**src/pkg/dcc_consts.svh**
```systemverilog
// Purpose: offsets, field positions, reset values and pacing codes of the channel
// Assumes: included by bare name from the design files
// Notes: definitions only
`ifndef DCC_CONSTS_SVH
`define DCC_CONSTS_SVH

// register byte offsets on the wishbone slave
`define DCC_OFF_READ_PTR 12'h080
`define DCC_OFF_WRITE_PTR 12'h084
`define DCC_OFF_COUNT 12'h088
`define DCC_OFF_CONTROL 12'h08c
`define DCC_OFF_CHAIN_TRIG 12'h090

// control register field positions
`define DCC_BIT_BUS_FAULT 31
`define DCC_BIT_READ_FAULT 30
`define DCC_BIT_WRITE_FAULT 29
`define DCC_BIT_BUSY 24
`define DCC_BIT_SNIFF 23
`define DCC_BIT_BYTE_REVERSE 22
`define DCC_BIT_QUIET 21
`define DCC_PACE_HI 20
`define DCC_PACE_LO 15
`define DCC_LINK_HI 14
`define DCC_LINK_LO 11
`define DCC_BIT_WRAP_SEL 10
`define DCC_WRAP_HI 9
`define DCC_WRAP_LO 6
`define DCC_BIT_WRITE_STEP 5
`define DCC_BIT_READ_STEP 4
`define DCC_SIZE_HI 3
`define DCC_SIZE_LO 2
`define DCC_BIT_PREFERRED 1
`define DCC_BIT_ENABLE 0

// reset values
`define DCC_RST_LINK 4'h2
`define DCC_RST_PACE 6'h00
`define DCC_RST_WRAP 4'h0
`define DCC_RST_WORD 32'h0000_0000

// pacing select codes
`define DCC_PACE_LAST_LINE 6'h3a
`define DCC_PACE_TIMER0 6'h3b
`define DCC_PACE_TIMER3 6'h3e
`define DCC_PACE_ALWAYS 6'h3f
`define DCC_NUM_LINES 59

`endif

```
**src/pkg/dcc_pkg.sv**
```systemverilog
// Purpose: types shared by the channel control files
// Assumes: nothing
// Notes: numbers live in dcc_consts.svh
package dcc_pkg;

    // transfer width codes
    typedef enum logic [1:0]
    {
        DCC_SIZE_BYTE = 2'h0,
        DCC_SIZE_HALF = 2'h1,
        DCC_SIZE_WORD = 2'h2,
        DCC_SIZE_RSVD = 2'h3
    } dcc_size_t;

    // channel sequencer states
    typedef enum logic [1:0]
    {
        DCC_IDLE,
        DCC_WAIT_PACE,
        DCC_READ,
        DCC_WRITE
    } dcc_state_t;

endpackage

```
**src/hw/dcc_channel.sv**
```systemverilog
// Purpose: control and status of one dma channel with its wishbone register slave
// Assumes: one clock, synchronous active high reset, inputs synchronous to clk
// Notes: one transfer is in flight at a time: read, then write
//
// Behaviour
// - bus fault bit is ORed read/write fault
// - any bus error halts, always raises interrupt
// - read error sets read fault, write-one clears
// - read pointer within 3 transfers of fault
// - write error sets write fault, write-one clears
// - write pointer within 5 transfers of fault
// - busy rises at start, falls at end
// - clearing enable while busy pauses, busy stays
// - observe bit feeds each transfer to sniffer
// - byte reverse: byte, halfword, word
// - quiet mode: no block-end interrupt, one on null trigger
// - pacing codes 0..0x3a pick request lines
// - codes 0x3b..0x3e pick timers 0..3
// - code 0x3f is permanent request
// - completion fires linked channel unless self
// - wrap select: 0 read, 1 write
// - wrap size n keeps high address bits
// - write step advances write address
// - read step advances read address
// - width codes step 1, 2, 4 bytes
// - preferred flag offered to issue scheduler
// - enable gates triggers and new transfers
//
// The implementer's own choice: register access over Wishbone.
`timescale 1ns/1ps
`include "dcc_consts.svh"

module dcc_channel
    import dcc_pkg::*;
#(
    parameter int ADDR_W = 12, // wishbone byte address width
    parameter int NUM_TIMERS = 4, // timers 2 and 3 are optional
    parameter int COUNT_W = 32, // transfer count width
    parameter logic [3:0] CHANNEL_NUM = `DCC_RST_LINK // own channel number
)
(
    input wire logic clk,
    input wire logic rst,
    // wishbone classic slave
    input wire logic wb_cyc_i,
    input wire logic wb_stb_i,
    input wire logic wb_we_i,
    input wire logic [ADDR_W-1:0] wb_adr_i,
    input wire logic [3:0] wb_sel_i,
    input wire logic [31:0] wb_dat_i,
    output logic [31:0] wb_dat_o,
    output logic wb_ack_o,
    // pacing sources
    input wire logic [`DCC_NUM_LINES-1:0] dataRequestLine,
    input wire logic [NUM_TIMERS-1:0] timerTick,
    // issue scheduler
    output logic issueRequest,
    output logic issuePreferred,
    input wire logic issueGrant,
    // chaining
    input wire logic chainIn,
    output logic chainFire,
    output logic [3:0] chainTarget,
    // read side of the system bus
    output logic rdReq,
    output logic [31:0] rdAddr,
    output logic [1:0] xferSize,
    input wire logic rdAck,
    input wire logic rdErr,
    input wire logic [31:0] rdData,
    // write side of the system bus
    output logic wrReq,
    output logic [31:0] wrAddr,
    output logic [31:0] wrData,
    input wire logic wrAck,
    input wire logic wrErr,
    // sniffer
    input wire logic sniffActive,
    output logic sniffValid,
    output logic [31:0] sniffData,
    // interrupt flag raise
    output logic irqRaise,
    output logic busy
);

    ////////////////////////////////////////////////////////////////////////////////
    // elaboration checks
    if (NUM_TIMERS < 2 || NUM_TIMERS > 4)
    begin : bad_timers
        $error("NUM_TIMERS must be 2 to 4");
    end
    if (ADDR_W < 8 || COUNT_W < 1 || COUNT_W > 32)
    begin : bad_widths
        $error("ADDR_W or COUNT_W out of range");
    end

    ////////////////////////////////////////////////////////////////////////////////
    // functions

    // bytes per transfer for a width code; reserved code treated as word
    function automatic logic [31:0] stepBytes(input logic [1:0] size);
        case (size)
            DCC_SIZE_BYTE: stepBytes = 32'h0000_0001;
            DCC_SIZE_HALF: stepBytes = 32'h0000_0002;
            default: stepBytes = 32'h0000_0004;
        endcase
    endfunction

    // next pointer value with optional ring wrap of the low n bits
    function automatic logic [31:0] advance(input logic [31:0] addr, input logic [1:0] size,
        input logic wrapOn, input logic [3:0] n);
        logic [31:0] sum;
        logic [31:0] keep;
        sum = addr + stepBytes(size);
        keep = (32'h0000_0001 << n) - 32'h0000_0001;
        if (wrapOn && n != 4'h0)
            advance = (addr & ~keep) | (sum & keep);
        else
            advance = sum;
    endfunction

    ////////////////////////////////////////////////////////////////////////////////
    // control fields
    logic enable; // channel on
    logic preferred; // scheduler preference
    logic [1:0] dataSize; // transfer width code
    logic readStep; // read address advances
    logic writeStep; // write address advances
    logic [3:0] wrapSize; // ring size exponent
    logic wrapSel; // 0 wraps reads, 1 wraps writes
    logic [3:0] linkField; // channel fired on completion
    logic [5:0] paceSel; // pacing source select
    logic quiet; // suppress per-block interrupts
    logic byteReverse; // swap data bytes
    logic sniffObserve; // expose data to sniffer
    logic readFault; // sticky read bus error
    logic writeFault; // sticky write bus error

    logic [31:0] readPtr; // current read address
    logic [31:0] writePtr; // current write address
    logic [COUNT_W-1:0] count; // transfers remaining
    dcc_state_t state; // sequencer state
    logic [31:0] swapped; // read data after reversal

    logic [31:0] ctrlView; // control register as read
    logic [31:0] laneMask; // byte lanes of the write
    logic [31:0] ctrlNew; // control after a write merge
    logic busWr; // write strobe, first cycle only
    logic ctrlWr; // write to control register
    logic chainTrigWr; // write to chain trigger register
    logic start; // accepted trigger
    logic paceReq; // selected pacing request
    logic lastDone; // final write of the sequence done
    logic busError; // bus error this cycle

    assign laneMask = {{8{wb_sel_i[3]}}, {8{wb_sel_i[2]}}, {8{wb_sel_i[1]}}, {8{wb_sel_i[0]}}};
    assign busWr = wb_cyc_i && wb_stb_i && wb_we_i && !wb_ack_o;
    assign ctrlWr = busWr && wb_adr_i[7:0] == `DCC_OFF_CONTROL;
    assign chainTrigWr = busWr && wb_adr_i[7:0] == `DCC_OFF_CHAIN_TRIG;
    assign ctrlNew = (ctrlView & ~laneMask) | (wb_dat_i & laneMask);
    assign busError = (state == DCC_READ && rdAck && rdErr)
        || (state == DCC_WRITE && wrAck && wrErr);
    assign lastDone = state == DCC_WRITE && wrAck && !wrErr && count == COUNT_W'(1);

    // the upper address bits beyond the map are decoded here so aliases answer zero
    logic inMap;
    assign inMap = (wb_adr_i >> 8) == '0;

    ////////////////////////////////////////////////////////////////////////////////
    // control register view
    always_comb
    begin
        ctrlView = `DCC_RST_WORD;
        ctrlView[`DCC_BIT_BUS_FAULT] = readFault | writeFault;
        ctrlView[`DCC_BIT_READ_FAULT] = readFault;
        ctrlView[`DCC_BIT_WRITE_FAULT] = writeFault;
        ctrlView[28:25] = 4'h0;
        ctrlView[`DCC_BIT_BUSY] = busy;
        ctrlView[`DCC_BIT_SNIFF] = sniffObserve;
        ctrlView[`DCC_BIT_BYTE_REVERSE] = byteReverse;
        ctrlView[`DCC_BIT_QUIET] = quiet;
        ctrlView[`DCC_PACE_HI:`DCC_PACE_LO] = paceSel;
        ctrlView[`DCC_LINK_HI:`DCC_LINK_LO] = linkField;
        ctrlView[`DCC_BIT_WRAP_SEL] = wrapSel;
        ctrlView[`DCC_WRAP_HI:`DCC_WRAP_LO] = wrapSize;
        ctrlView[`DCC_BIT_WRITE_STEP] = writeStep;
        ctrlView[`DCC_BIT_READ_STEP] = readStep;
        ctrlView[`DCC_SIZE_HI:`DCC_SIZE_LO] = dataSize;
        ctrlView[`DCC_BIT_PREFERRED] = preferred;
        ctrlView[`DCC_BIT_ENABLE] = enable;
    end

    ////////////////////////////////////////////////////////////////////////////////
    // read-write control fields; the status bits in ctrlNew are discarded
    always_ff @(posedge clk)
    begin
        if (rst)
        begin
            enable <= 1'b0;
            preferred <= 1'b0;
            dataSize <= DCC_SIZE_BYTE;
            readStep <= 1'b0;
            writeStep <= 1'b0;
            wrapSize <= `DCC_RST_WRAP;
            wrapSel <= 1'b0;
            linkField <= CHANNEL_NUM;
            paceSel <= `DCC_RST_PACE;
            quiet <= 1'b0;
            byteReverse <= 1'b0;
            sniffObserve <= 1'b0;
        end
        else if (ctrlWr && inMap)
        begin
            enable <= ctrlNew[`DCC_BIT_ENABLE];
            preferred <= ctrlNew[`DCC_BIT_PREFERRED];
            dataSize <= ctrlNew[`DCC_SIZE_HI:`DCC_SIZE_LO];
            readStep <= ctrlNew[`DCC_BIT_READ_STEP];
            writeStep <= ctrlNew[`DCC_BIT_WRITE_STEP];
            wrapSize <= ctrlNew[`DCC_WRAP_HI:`DCC_WRAP_LO];
            wrapSel <= ctrlNew[`DCC_BIT_WRAP_SEL];
            linkField <= ctrlNew[`DCC_LINK_HI:`DCC_LINK_LO];
            paceSel <= ctrlNew[`DCC_PACE_HI:`DCC_PACE_LO];
            quiet <= ctrlNew[`DCC_BIT_QUIET];
            byteReverse <= ctrlNew[`DCC_BIT_BYTE_REVERSE];
            sniffObserve <= ctrlNew[`DCC_BIT_SNIFF];
        end
    end

    ////////////////////////////////////////////////////////////////////////////////
    // sticky fault flags: a new error wins over a clear in the same cycle
    always_ff @(posedge clk)
    begin
        if (rst)
        begin
            readFault <= 1'b0;
            writeFault <= 1'b0;
        end
        else
        begin
            if (state == DCC_READ && rdAck && rdErr)
                readFault <= 1'b1;
            else if (ctrlWr && inMap && wb_dat_i[`DCC_BIT_READ_FAULT]
                && laneMask[`DCC_BIT_READ_FAULT])
                readFault <= 1'b0;
            if (state == DCC_WRITE && wrAck && wrErr)
                writeFault <= 1'b1;
            else if (ctrlWr && inMap && wb_dat_i[`DCC_BIT_WRITE_FAULT]
                && laneMask[`DCC_BIT_WRITE_FAULT])
                writeFault <= 1'b0;
        end
    end

    ////////////////////////////////////////////////////////////////////////////////
    // pacing request selection
    always_comb
    begin
        paceReq = 1'b0;
        if (paceSel <= `DCC_PACE_LAST_LINE)
            paceReq = dataRequestLine[paceSel];
        else if (paceSel == `DCC_PACE_ALWAYS)
            paceReq = 1'b1;
        else if (paceSel >= `DCC_PACE_TIMER0 && paceSel <= `DCC_PACE_TIMER3)
        begin
            for (int i = 0; i < NUM_TIMERS; i++)
            begin
                if (paceSel == `DCC_PACE_TIMER0 + 6'(i))
                    paceReq = timerTick[i];
            end
        end
    end

    ////////////////////////////////////////////////////////////////////////////////
    // trigger acceptance: control write, nonzero chain trigger write or chain input
    // triggers only while enabled
    assign start = state == DCC_IDLE && (count != '0 || (chainTrigWr && wb_dat_i != '0))
        && (ctrlWr && inMap ? ctrlNew[`DCC_BIT_ENABLE] : enable)
        && ((ctrlWr && inMap) || (chainTrigWr && inMap && wb_dat_i != 32'h0000_0000) || chainIn);

    ////////////////////////////////////////////////////////////////////////////////
    // sequencer
    always_ff @(posedge clk)
    begin
        if (rst)
            state <= DCC_IDLE;
        else
        begin
            case (state)
                DCC_IDLE: if (start) state <= DCC_WAIT_PACE;
                // paused here while disabled, busy held
                DCC_WAIT_PACE: if (enable && paceReq && issueGrant) state <= DCC_READ;
                DCC_READ:
                    if (rdAck)
                        state <= rdErr ? DCC_IDLE : DCC_WRITE;
                DCC_WRITE:
                    if (wrAck)
                    begin
                        if (wrErr || count == COUNT_W'(1))
                            state <= DCC_IDLE;
                        else
                            state <= DCC_WAIT_PACE;
                    end
                default: state <= DCC_IDLE;
            endcase
        end
    end

    assign busy = state != DCC_IDLE;
    assign issueRequest = state == DCC_WAIT_PACE && enable && paceReq;
    assign issuePreferred = preferred;
    assign rdReq = state == DCC_READ;
    assign wrReq = state == DCC_WRITE;
    assign rdAddr = readPtr;
    assign wrAddr = writePtr;
    assign xferSize = dataSize;

    ////////////////////////////////////////////////////////////////////////////////
    // pointers and count; advance wins over a bus write in the same cycle
    always_ff @(posedge clk)
    begin
        if (rst)
        begin
            readPtr <= `DCC_RST_WORD;
            writePtr <= `DCC_RST_WORD;
            count <= '0;
        end
        else
        begin
            // faulting read leaves pointer at its address
            if (state == DCC_READ && rdAck && !rdErr)
            begin
                if (readStep)
                    readPtr <= advance(readPtr, dataSize, !wrapSel, wrapSize);
            end
            else if (busWr && inMap && wb_adr_i[7:0] == `DCC_OFF_READ_PTR)
                readPtr <= (readPtr & ~laneMask) | (wb_dat_i & laneMask);
            // faulting write leaves pointer at its address
            if (state == DCC_WRITE && wrAck && !wrErr)
            begin
                count <= count - COUNT_W'(1);
                if (writeStep)
                    writePtr <= advance(writePtr, dataSize, wrapSel, wrapSize);
            end
            else
            begin
                if (busWr && inMap && wb_adr_i[7:0] == `DCC_OFF_WRITE_PTR)
                    writePtr <= (writePtr & ~laneMask) | (wb_dat_i & laneMask);
                if (busWr && inMap && !busy && wb_adr_i[7:0] == `DCC_OFF_COUNT)
                    count <= COUNT_W'(wb_dat_i);
                else if (chainTrigWr && inMap && !busy)
                    count <= COUNT_W'(wb_dat_i);
            end
        end
    end

    ////////////////////////////////////////////////////////////////////////////////
    // data path: reversal applied on the way from read to write
    // byte reversal
    dcc_byte_reverse u_reverse
    (
        .dataIn(rdData),
        .size(dataSize),
        .enable(byteReverse),
        .dataOut(swapped)
    );

    always_ff @(posedge clk)
    begin
        if (rst)
            wrData <= `DCC_RST_WORD;
        else if (state == DCC_READ && rdAck && !rdErr)
            wrData <= swapped;
    end

    ////////////////////////////////////////////////////////////////////////////////
    // sniffer feed: one pulse per completed write while observed
    always_ff @(posedge clk)
    begin
        if (rst)
        begin
            sniffValid <= 1'b0;
            sniffData <= `DCC_RST_WORD;
        end
        else
        begin
            sniffValid <= state == DCC_WRITE && wrAck && !wrErr && sniffObserve && sniffActive;
            if (state == DCC_WRITE && wrAck && !wrErr)
                sniffData <= wrData;
        end
    end

    ////////////////////////////////////////////////////////////////////////////////
    // interrupt raise and chain fire pulses
    always_ff @(posedge clk)
    begin
        if (rst)
        begin
            irqRaise <= 1'b0;
            chainFire <= 1'b0;
            chainTarget <= CHANNEL_NUM;
        end
        else
        begin
            // errors always raise; quiet waits for null trigger
            irqRaise <= busError || (lastDone && !quiet)
                || (quiet && chainTrigWr && inMap && wb_dat_i == 32'h0000_0000);
            chainFire <= lastDone && linkField != CHANNEL_NUM;
            chainTarget <= linkField;
        end
    end

    ////////////////////////////////////////////////////////////////////////////////
    // wishbone answer: ack one cycle after the strobe, dropped the cycle after
    always_ff @(posedge clk)
    begin
        if (rst)
        begin
            wb_ack_o <= 1'b0;
            wb_dat_o <= `DCC_RST_WORD;
        end
        else
        begin
            wb_ack_o <= wb_cyc_i && wb_stb_i && !wb_ack_o;
            wb_dat_o <= `DCC_RST_WORD;
            if (wb_cyc_i && wb_stb_i && !wb_we_i && !wb_ack_o && inMap)
            begin
                case (wb_adr_i[7:0])
                    `DCC_OFF_READ_PTR: wb_dat_o <= readPtr;
                    `DCC_OFF_WRITE_PTR: wb_dat_o <= writePtr;
                    `DCC_OFF_COUNT: wb_dat_o <= 32'(count);
                    `DCC_OFF_CONTROL: wb_dat_o <= ctrlView;
                    default: wb_dat_o <= `DCC_RST_WORD;
                endcase
            end
        end
    end

endmodule // dcc_channel

```
**src/hw/dcc_byte_reverse.sv**
```systemverilog
// Purpose: optional byte reversal of one transfer's data
// Assumes: data is right aligned in the low lanes for byte and halfword
// Notes: purely combinational
`timescale 1ns/1ps

module dcc_byte_reverse
    import dcc_pkg::*;
(
    input wire logic [31:0] dataIn,
    input wire logic [1:0] size,
    input wire logic enable,
    output logic [31:0] dataOut
);

    ////////////////////////////////////////////////////////////////////////////////
    // byte data passes, halfword swaps two bytes, word reverses four
    always_comb
    begin
        dataOut = dataIn;
        if (enable)
        begin
            case (size)
                DCC_SIZE_HALF: dataOut = {dataIn[31:16], dataIn[7:0], dataIn[15:8]};
                DCC_SIZE_WORD: dataOut = {dataIn[7:0], dataIn[15:8], dataIn[23:16],
                    dataIn[31:24]};
                default: dataOut = dataIn;
            endcase
        end
    end

endmodule // dcc_byte_reverse

```
**config.mk**
```make
export PLATFORM = sky130hd
export DESIGN_NAME = dcc_channel
export DESIGN_NICKNAME = d
export VERILOG_FILES = /design/src/pkg/dcc_pkg.sv /design/src/hw/dcc_channel.sv /design/src/hw/dcc_byte_reverse.sv
export VERILOG_INCLUDE_DIRS = /design/src /design/src/pkg
export SDC_FILE = /design/constraint.sdc
export NUM_CORES = 1
export LEC_CHECK = 0
export BUFFER_PORTS_ARGS = -buffer_cell sky130_fd_sc_hd__buf_2
export CAP_MARGIN = 20
export CELL_PAD_IN_SITES_DETAIL_PLACEMENT = 1
export CELL_PAD_IN_SITES_GLOBAL_PLACEMENT = 1
export CORE_UTILIZATION = 36
export DETAILED_ROUTE_END_ITERATION = 6
export PLACE_DENSITY_LB_ADDON = 0.1
export SYNTH_ARGS = -nofsm -noshare
export SYNTH_HDL_FRONTEND = slang
export SYNTH_HIERARCHICAL = 1
export SYNTH_SLANG_ARGS = --single-unit
```
**constraint.sdc**
```tcl
create_clock -name clk -period 2.72 [get_ports clk]
set_input_delay 0.272 -clock clk [delete_from_list [all_inputs] [get_ports clk]]
set_output_delay 0.272 -clock clk [all_outputs]
set_load 0.01 [all_outputs]
```
==> run metrics, run 1 <==
XOR/XNOR Fraction of Synth Area=0.0174; Routed Antenna Nets=0; Synth Instances=1,761; M1 wire length=around 28,000 um; yosys warns=6; # placed instances=2,566; CP bufs+invs=2; IO buf count=between 300 and 400; internal reg-to-reg setup slack=0.10 ns; mux contribution to synthesized area=0.0725; Worst EP arrival=2.68 ns; DP Area=between 15,000 and 20,000 um2; Worst EP required=roughly 2.5 ns; CP Capture Type=primary output; vias per cell=between 5 and 6; die area=about 39,000 um2; ANT cells=0; Die H=roughly 200 um; fin area=roughly 17,000 um2; worst path cell trace=buf_12 > mux4_2 > nand2_2 > nand4_1 > o2111a_1 > or3_4 > and3_4 > buf_6; CTS Root Cell=clkbuf_16; First-pass DRT Iterations=5; grt ovf=0; layout cells sized above 1=0.280; FP Rows=70; Least-Margin Pin Slew=roughly 0.98 ns; Synth Flop Type=dfxtp_1; sequential cell area fraction in the yosys report=0.335; worst hold path cell count=4; CP max FO=6; All-Layer GR Usage=0.322; CP top delay family=simple AND/OR/NAND/NOR gates; failing checks=setup timing; Finished Core Util=0.473; Fillers=4,595; crit path kind=reg2out; Worst Hold Launch=issueGrant; number of synthesized flops with an enable pin=0; leakage power=between 6 and 7 nW; Max transition margin=0.339; Synth Area in Compound Gates=0.253; clock buffer count from CTS=29; RSZ-0062 raised after global routing=true; met3 wire len=4380 um; clk_lat worst skew=approximately 0.6 ns; Setup crit start kind=flop; initial antenna violation count=1; global-route wire length before repair=~96,000 um; Worst path slowest cell=mux4_2; largest net degree at the start of global routing=81; simple-gate share of the synthesized area=0.252; register bit count reported by yosys=228; Worst Clk Skew=0.0246 ns; Slew Viols, Final=0; PwrDens=approximately 450 nW/um2; clock input transition at the sequential cells of the worst setup and hold paths=0.06 ns; met2 WL=between 20,000 and 30,000 um; final WL=~64,000 um; vias in the first global route=between 15,000 and 20,000; status=complete, but fails checks; routability cong.=between 0.9 and 1; Hold Path End=state[0]$_SDFFE_PP0P_; maximum vdd ir drop=just over 0.4 mV; syn_area_per_cell=between 7 and 8 um2; total power=just under 8 mW; Hold Vio Cnt, Final=0; routed via count=~16,000; P&R area growth vs syn=28.2%; DP Wirelength=about 48,000 um; Die Wd=approximately 200 um; CP max stage delay=approximately 0.52 ns; R2R depth=6; crit path time final=slightly below 3 ns; Core Region=between 30,000 and 40,000 um2; top layer in use=met5; HP Class=in2reg; largest family of logic cells by synthesized area=compound AO/OA/AOI/OAI gates; fraction of registers with async set/reset=0; fmax=around 340 MHz; min setup slack post-route=-0.228 ns; Post-Synth Adder-Cell Area=0.0149; initial core utilization=0.369; I/O pins=330; Sink Count=about 230; clk buf depth=3; mapped cell area=~14,000 um2; Worst Setup Slack post-DPL=around 0.042 ns; wire length per cell=between 20 and 25 um; Remaining DRCs=0; final setup fails=1; total of max-cap violations=0; NumNets Final=about 2,300; 1st-iter DRT viols=1,030; H-Tree Level Count=1; Non-Filler Instances=~2,600; CTS tree=yes; post-synth net total=roughly 1,900; Tcrit/Tclk final=1.08; Unique masters post-synth=approximately 90
==> report_power, final <==
group	switching [mW]	internal (mW)
Sequential	0.000659	3.34
Clock	1.63	2.35
Combinational	0.320	0.188
==> synth_stat cells, types with 6 or more instances <==
library cell / n / area, um2
a211oi_1: 25 / 188
a21o_1: 8 / 60.1
a21oi_1: 204 / 1020
a221oi_1: 6 / 52.6
a22o_1: 35 / 307
a22oi_1: 45 / 338
a311oi_1: 28 / 245
a31oi_1: 23 / 144
and2_1: 14 / 87.6
and3_1: 13 / 81.3
and4_1: 10 / 87.6
buf_1: 6 / 22.5
buf_2: 8 / 40.0
buf_6: 6 / 67.6
clkbuf_1: 116 / 435
dfxtp_1: 228 / 4560
ha_1: 13 / 163
inv_1: 34 / 128
mux2_2: 39 / 439
mux2i_1: 30 / 300
mux4_2: 11 / 248
nand2_1: 241 / 905
nand2b_1: 15 / 93.8
nand3_1: 72 / 360
nand4_1: 24 / 150
nor2_1: 176 / 661
nor2b_1: 16 / 100
nor3_1: 38 / 190
nor4_1: 29 / 181
o211ai_1: 14 / 105
o21ai_0: 61 / 305
o311ai_0: 6 / 52.6
o31ai_1: 8 / 60.1
or3_1: 9 / 56.3
or4_1: 7 / 52.6
xnor2_1: 16 / 140
xor2_1: 11 / 96.3
==> through the flow <==
step	hold slack, ns	setup TNS [ns]
after floorplan	0.397	0
after global placement	0.440	0
after detailed placement	0.445	0
after CTS	0.0129	-0.209
after global routing	0.0368	-0.297
final	0.0330	-0.228
==> layout by cell type (no fill, tap or decap), types with 37 or more instances in the layout <==
cell | netlist | final
a21oi_1 | 204 | 204
a22oi_1 | 45 | 45
buf_2 | 8 | 327
buf_4 | 3 | 107
dfxtp_1 | 228 | 226
mux2_2 | 39 | 39
nand2_1 | 241 | 240
nand3_1 | 72 | 71
nor2_1 | 176 | 173
nor3_1 | 38 | 37
o21ai_0 | 61 | 59
==> worst max path at each step <==
stage | startpoint | endpoint | cells after the start | slack [ns]
3_5_place_dp | flop | flop | 10 | 0.04
6_report | flop | issueRequest | 8 | -0.23
2_1_floorplan | flop | flop | 11 | 0.0009
5_1_grt | flop | issueRequest | 8 | -0.30
4_1_cts | flop | issueRequest | 8 | -0.21
3_3_place_gp | flop | flop | 6 | 0.13
==> final cells by class <==
type	instances	area, um2	area share
clock inverter	8	105	0.00602
clock buffer	46	860	0.0492
tap	504	631	0.0361
multi-input combinational	1357	8410	0.482
inverter	34	128	0.00731
sequential	228	4570	0.262
timing repair buffer	453	2750	0.158
==> tightest hold or removal path, stage by stage <==
cell	delay, ns
buf_2	0.08
inv_1	0.04
nor2_1	0.09
a311oi_1	0.09
==> cells by family after synthesis <==
kind of cell	Yosys count
muxes	80
and+or+nand+nor	710
adders and majority gates	15
xor gates and xnor gates	27
DFF	228
AOI/OAI and AO/OA	525
buffers and inverters	176
==> repair_timing <==
item,4_1_cts,5_1_grt
endpoints found under the setup margin,1,12
gates cloned,0,1
hold endpoints to repair,3,0
setup buffers,2,3
hold buffers,4,0
gates resized for setup,7,20
pin swaps,0,6
==> metal layers <==
layer,up-vias,global-route usage
met3,120,0.0532
met5,-,0
met1,7740,0.430
met2,594,0.528
li1,7174,-
met4,2,0.105
Note: power is estimated with default switching activity, not from simulation.
==> run 2: changes to the inputs <==
--- a/config.mk
+++ b/config.mk
@@ -10,10 +10,13 @@
 export CAP_MARGIN = 20
 export CELL_PAD_IN_SITES_DETAIL_PLACEMENT = 1
 export CELL_PAD_IN_SITES_GLOBAL_PLACEMENT = 1
+export CORE_MARGIN = 2
 export CORE_UTILIZATION = 36
 export DETAILED_ROUTE_END_ITERATION = 6
 export PLACE_DENSITY_LB_ADDON = 0.1
+export RECOVER_POWER = 100
 export SYNTH_ARGS = -nofsm -noshare
 export SYNTH_HDL_FRONTEND = slang
 export SYNTH_HIERARCHICAL = 1
 export SYNTH_SLANG_ARGS = --single-unit
+export TNS_END_PERCENT = 100
==> run 2 against run 1 <==
Effect of this change: the run ends with capacitance limit, slew limit, setup timing left; via count shrank 1.2%; critical path depth is 1 higher; register-to-register slack got worse by 0.14 ns; non-clock buffer count is 2 higher; worst hold slack improved by 0.016 ns; routed wire length shrank 0.35%; die area rose by 2.0%; power is 2.6% lower; combinational power fell by 2%; first-iteration DRC count decreased by 5.3%; worst setup slack improved by 0.040 ns; sequential share of layout area grew 0.78 points.
==> run metrics, run 2 (synthesis results as in run 1) <==
IO buf count=around 330; Register Area=4570 um2; NumNets Final=2,275; Die H=a little under 200 um; CTS tree=yes; most common cell after layout, fill and taps aside=nand2_1; initial antenna violation count=3; RSZ-0062 raised after global routing=true; CTS Root Cell=clkbuf_16; Worst path slowest cell=dfxtp_4; clock buffer count from CTS=29; WP depth=9; CP bufs+invs=3; Max transition margin=-0.259; H-Tree Level Count=1; most frequent cells in the layout=nand2_1, dfxtp_1, a21oi_1, clkbuf_1, nor2_1; failing checks=capacitance limit, slew limit, setup timing; Worst EP arrival=2.64 ns; crit path time final=around 2.9 ns; vias per cell=just under 6; final setup fails=4; min setup slack post-route=-0.188 ns; CP Capture Type=primary output; HP Class=in2reg; Flop pwr share=0.438; DP Area=16,300 um2; Net Sw Frac=0.248; PwrDens=450 nW/um2; combinational cell fraction of total power=0.065; initial core utilization=0.363; ANT cells=0; Core Region=37,500 um2; NetSw=~1.9 mW; R2R depth=6; Worst EP required=2.45 ns; layout cells sized above 1=0.192; Fillers=4,806; Setup crit start kind=flop; final WL=63,600 um; Routed Antenna Nets=0; status=complete, but fails checks; CP max FO=5; Setup crit end=issueRequest; total of max-cap violations=1; DP Wirelength=around 48,000 um; clock share of power=0.497; First-pass DRT Iterations=5; maximum vdd ir drop=0.396 mV; Internal Power=about 5.7 mW; global-route wire length before repair=roughly 94,000 um; grt ovf=0; routed via count=15,400; FP Rows=slightly above 70; Least-Margin Pin Slew=approximately 1.9 ns; Sink Count=228; largest net degree at the start of global routing=110; routability cong.=approximately 0.99; Slew Viols, Final=between 90 and 100; leakage power=approximately 6 nW; P&R area growth vs syn=24.5%; I/O pins=between 300 and 400; Worst Clk Skew=between 0.015 and 0.02 ns; clock input transition at the sequential cells of the worst setup and hold paths=0.06 ns; 1st-iter DRT viols=975; Die Wd=~200 um; wire length per cell=24.1 um; die area=just under 40,000 um2; crit path kind=reg2out; CP top delay family=simple AND/OR/NAND/NOR gates; clk buf depth=3; worst path cell trace=clkbuf_16 > buf_4 > nor2b_1 > o2bb2ai_1 > a31o_2 > o2111a_1 > or3_1 > and3_1 > buf_2; CP max stage delay=around 0.37 ns; fin area=about 17,000 um2; All-Layer GR Usage=0.314; r2r startpoint=state[0]$_SDFFE_PP0P_; clk_lat worst skew=~0.57 ns; internal reg-to-reg setup slack=-0.04 ns; Tcrit/Tclk final=1.07; Hold Vio Cnt, Final=0; multi-input logic area=just over 8000 um2; vias in the first global route=15,300; fmax=~340 MHz; Remaining DRCs=0; WHS=between 0.04 and 0.05 ns
==> run 2: repair_timing <==
item                                    4_1_cts  5_1_grt
pin swaps                                     1        1
gates cloned                                  0        1
resized for setup                             7       11
setup buffers                                 3        3
hold endpoints to repair                      2        0
hold buffers                                  3        0
endpoints found under the setup margin        1       13
==> run 2: metal layers <==
metal | track usage | up-vias | part of all wire
met1 | 0.414 | 7516 | 0.43
met5 | 0 | - | 0
met2 | 0.505 | 645 | 0.46
met4 | 0.117 | 0 | 0.034
li1 | - | 7162 | -
met3 | 0.0683 | 117 | 0.083
==> run 2: area by class of cell <==
cell class	instances	share of cell area
clock inverters	9	0.00472
well taps	511	0.0377
inverters	34	0.00753
repair buffers	455	0.141
multi-input cells	1357	0.490
flip-flops and latches	228	0.270
clock buffers	40	0.0494
==> run 2: how the worst min path moves through the flow <==
stage / from / endpoint / slack [ns] / depth (start not counted)
floorplan: sniffActive / sniffValid$_SDFF_PP0_ / 0.40 / 2
global placement: sniffData[11]$_SDFFE_PP0P_ / sniffData[11]$_SDFFE_PP0P_ / 0.44 / 2
detailed placement: sniffData[18]$_SDFFE_PP0P_ / sniffData[18]$_SDFFE_PP0P_ / 0.45 / 2
CTS: wb_dat_i[29] / count[29]$_SDFFE_PP0P_ / 0.03 / 3
global route: wb_dat_i[29] / count[29]$_SDFFE_PP0P_ / 0.04 / 3
finish: wb_dat_i[29] / count[29]$_SDFFE_PP0P_ / 0.05 / 3
==> run 2: metrics by stage <==
| stage | cells | util | worst slack, ns | TNS (ns) | total power, mW |
|---|---|---|---|---|---|
| finish | 2634 | 0.452 | -0.188 | -0.256 | 7.63 |
| global route | 2634 | 0.452 | -0.262 | -2.68 | 7.85 |
| CTS | 2630 | 0.461 | -0.188 | -0.188 | 7.70 |
| detailed placement | 2575 | 0.434 | 0.0518 | 0 | 3.90 |
| global placement | 2574 | 0.434 | -0.0218 | -0.0218 | 3.90 |
| floorplan | 1761 | - | 0.000943 | 0 | 3.61 |
==> run 2: tightest hold or removal path, cell delays in order <==
cell and delay, ns:
buf_2 0.15, nand2_1 0.07, a31oi_1 0.07
==> run 2: power groups by stage <==
stage | Combinational (mW) | Clock (mW) | Sequential, mW
after floorplan | 0.196 | 0 | 3.41
after global placement | 0.485 | 0 | 3.41
after detailed placement | 0.490 | 0 | 3.41
after CTS | 0.495 | 3.86 | 3.34
after global routing | 0.527 | 3.99 | 3.34
final | 0.498 | 3.79 | 3.34
==> run 3: changes to the inputs <==
--- a/config.mk
+++ b/config.mk
@@ -6,12 +6,13 @@
 export SDC_FILE = /design/constraint.sdc
 export NUM_CORES = 1
 export LEC_CHECK = 0
+export ABC_AREA = 1
 export BUFFER_PORTS_ARGS = -buffer_cell sky130_fd_sc_hd__buf_2
 export CAP_MARGIN = 20
 export CELL_PAD_IN_SITES_DETAIL_PLACEMENT = 1
 export CELL_PAD_IN_SITES_GLOBAL_PLACEMENT = 1
 export CORE_MARGIN = 2
-export CORE_UTILIZATION = 36
+export CORE_UTILIZATION = 37
 export DETAILED_ROUTE_END_ITERATION = 6
 export PLACE_DENSITY_LB_ADDON = 0.1
 export RECOVER_POWER = 100
==> constraint.sdc (replaced) <==
create_clock -name clk -period 3.1 [get_ports clk]
set_input_delay 0.31 -clock clk [delete_from_list [all_inputs] [get_ports clk]]
set_output_delay 0.31 -clock clk [all_outputs]
set_load 0.01 [all_outputs]
==> run 3 against run 2 <==
Effect of this change: the flow finishes with violations (capacitance limit, slew limit); via count rose by 9.7%; sequential share of layout area down 0.19 points; critical path depth increased by 2; final cell count rose by 17%; count of clock-buffer cells in the layout stayed put; sequential power shrank 11%; register-to-register slack improved by 0.22 ns.
==> run metrics, run 3 <==
Synth Area in Compound Gates=0.201; Remaining DRCs=0; Core Region=around 37,000 um2; Unique masters post-synth=48; clk_lat worst skew=between 0.5 and 0.6 ns; simple-gate share of the synthesized area=0.328; Net Sw Frac=0.243; list of most frequent post-synthesis cells=nand2_1, nor2_1, inv_1; NumNets Final=approximately 2,700; initial core utilization=0.373; IO buf count=roughly 330; XOR/XNOR Fraction of Synth Area=0.0307; register bit count reported by yosys=~230; I/O pins=330; Worst Clk Skew=roughly 0.017 ns; DP Wirelength=between 50,000 and 60,000 um; fraction of registers with async set/reset=0; First-pass DRT Iterations=5; Die H=a little under 200 um; combinational cell fraction of total power=0.070; initial antenna violation count=2; Flop pwr share=0.412; DP Area=between 15,000 and 20,000 um2; final setup fails=0; Synth Flop Type=dfxtp_1; Post-Synth Adder-Cell Area=0.0145; WHS=approximately 0.047 ns; die area=39,400 um2; HP Class=in2reg; Die Wd=198 um; final WL=between 60,000 and 70,000 um; P&R area growth vs syn=21.8%; setup TNS=0 ns; All-Layer GR Usage=0.340; largest family of logic cells by synthesized area=simple AND/OR/NAND/NOR gates; Sink Count=about 230; Worst EP required=3.43 ns; fmax=between 300 and 400 MHz; NetSw=1.75 mW; RSZ-0062 raised after global routing=false; leakage power=7.45 nW; clock share of power=0.518; Tcrit/Tclk final=0.941; global-route wire length before repair=roughly 100,000 um; vias per cell=~5.5; PwrDens=423 nW/um2; Setup crit start kind=flop; internal reg-to-reg setup slack=~0.18 ns; top-count cell post-synth=nand2_1; crit path from=state[1]$_SDFFE_PP0P_; layout cells sized above 1=0.118; clk buf depth=3; grt ovf=0; largest net degree at the start of global routing=81; vias in the first global route=approximately 17,000; Routed Antenna Nets=0; Hold Vio Cnt, Final=0; 1st-iter DRT viols=~1,000; Finished Core Util=0.455; Least-Margin Pin Slew=2.47 ns; H-Tree Level Count=1; syn_area_per_cell=a little over 6 um2; Max transition margin=-0.649; yosys warns=6; Synth Instances=around 2,300; failing checks=capacitance limit, slew limit; sequential cell area fraction in the yosys report=0.326; post-synth net total=roughly 2,400; CP max FO=20; total of max-cap violations=1; wire length per cell=around 22 um; maximum vdd ir drop=between 0.3 and 0.4 mV; fin area=17,100 um2; Worst EP arrival=between 3 and 4 ns; Fillers=roughly 5,200; FP Rows=71; routability cong.=~0.95; Slew Viols, Final=39; routed via count=~17,000; CP Capture Type=flop; top cell type's share of synthesized area=0.326; CTS tree=yes; Internal Power=5.46 mW; most frequent cells in the layout=nand2_1, nor2_1, inv_1, dfxtp_1, o21ai_0; number of synthesized flops with an enable pin=0; Synth area leader=dfxtp_1; status=complete, but fails checks; crit path kind=reg2reg; clock buffer count from CTS=28; R2R depth=11; most common cell after layout, fill and taps aside=nand2_1; crit path time final=approximately 2.9 ns; CTS Root Cell=clkbuf_16; mux contribution to synthesized area=0; Synth area leaders=dfxtp_1, nand2_1, nor2_1; r2r startpoint=state[1]$_SDFFE_PP0P_; mapped cell area=about 14,000 um2; clock input transition at the sequential cells of the worst setup and hold paths=approximately 0.06 ns
## run 3: cell types whose count changed in the layout (fill, tap and decap cells not counted), sizes merged, moves of 35 or more
cell	previous run	this run
nor2	176	385
a22oi	45	1
mux2	39	0
a22o	35	0
nand2	241	482
buf	256	195
inv	35	251
nand3	72	129
o21ai	64	200
## run 3: final cells by class
type	count	area [um2]	area share
multi-input cells	1662	8020	0.470
repair inverters	1	5.00	0.000293
inverters	258	975	0.0572
well taps	511	639	0.0375
clock buffers	40	827	0.0485
clock inverters	11	210	0.0123
flip-flops and latches	228	4570	0.268
repair buffers	378	1810	0.106
diodes	1	2.50	0.000147
## run 3: worst min-delay path by stage
stage,startpoint,endpoint,slack [ns],depth (start not counted)
after CTS,rst,count[18]$_SDFFE_PP0P_,0.02,2
after global routing,wb_cyc_i,wb_ack_o$_SDFF_PP0_,0.08,3
after global placement,flop,flop,0.45,2
final,wb_cyc_i,wb_ack_o$_SDFF_PP0_,0.05,3
after floorplan,flop,chainTarget[3]$_SDFF_PP0_,0.43,2
after detailed placement,count[27]$_SDFFE_PP0P_,count[27]$_SDFFE_PP0P_,0.46,2
## run 3: metal layers
metal / vias up / routed length [um] / GRT usage
met5: - / 28 / 0
met2: 639 / 32000 / 0.590
met4: 4 / 4080 / 0.185
met1: 8103 / 27500 / 0.403
li1: 8012 / - / -
met3: 177 / 4580 / 0.0539
## run 3: power groups by stage
| stage | Clock (mW) | Sequential, mW | Combinational, mW |
|---|---|---|---|
| finish | 3.73 | 2.97 | 0.504 |
| global route | 3.89 | 2.97 | 0.550 |
| CTS | 3.79 | 2.97 | 0.510 |
| detailed placement | 0 | 3.03 | 0.506 |
| global placement | 0 | 3.03 | 0.501 |
| floorplan | 0 | 3.04 | 0.219 |
## run 3: cells by family (layout without fill, tap and decap cells)
kind of cell	after synthesis	after routing
buffers and inverters	360	688
AO/OA/AOI/OAI	504	504
adder cells (fa/ha/maj)	15	15
XOR/XNOR	49	49
AND/OR/NAND/NOR	1094	1094
flip-flops	228	228
other	0	1
## run 3: timing repair
action,in CTS,in global routing
setup buffers,0,1
cloned,0,1
hold buffers,1,0
gates resized for setup,1,8
endpoints found under the setup margin,1,11
endpoints found under the hold margin,1,0
## run 3: per-stage QoR
| step | total power [mW] | std cells | setup slack [ns] |
|---|---|---|---|
| after global routing | 7.41 | 3089 | 0.00749 |
| after detailed placement | 3.54 | 3035 | 0.116 |
| final | 7.21 | 3090 | 0.182 |
| after CTS | 7.27 | 3087 | 0.0766 |
| after floorplan | 3.25 | 2250 | 0.619 |
| after global placement | 3.53 | 3035 | 0.213 |
## run 3: worst max-delay path, cell delays in order, from the launching register on
cell and delay (ns):
dfxtp_1 0.38, inv_1 0.06, nor2_1 0.21, nand2_1 0.17
nor2_2 0.57, inv_1 0.17, buf_4 0.26, nor2_4 0.17
buf_4 0.24, o21ai_0 0.15, a31oi_1 0.22, a211oi_1 0.07
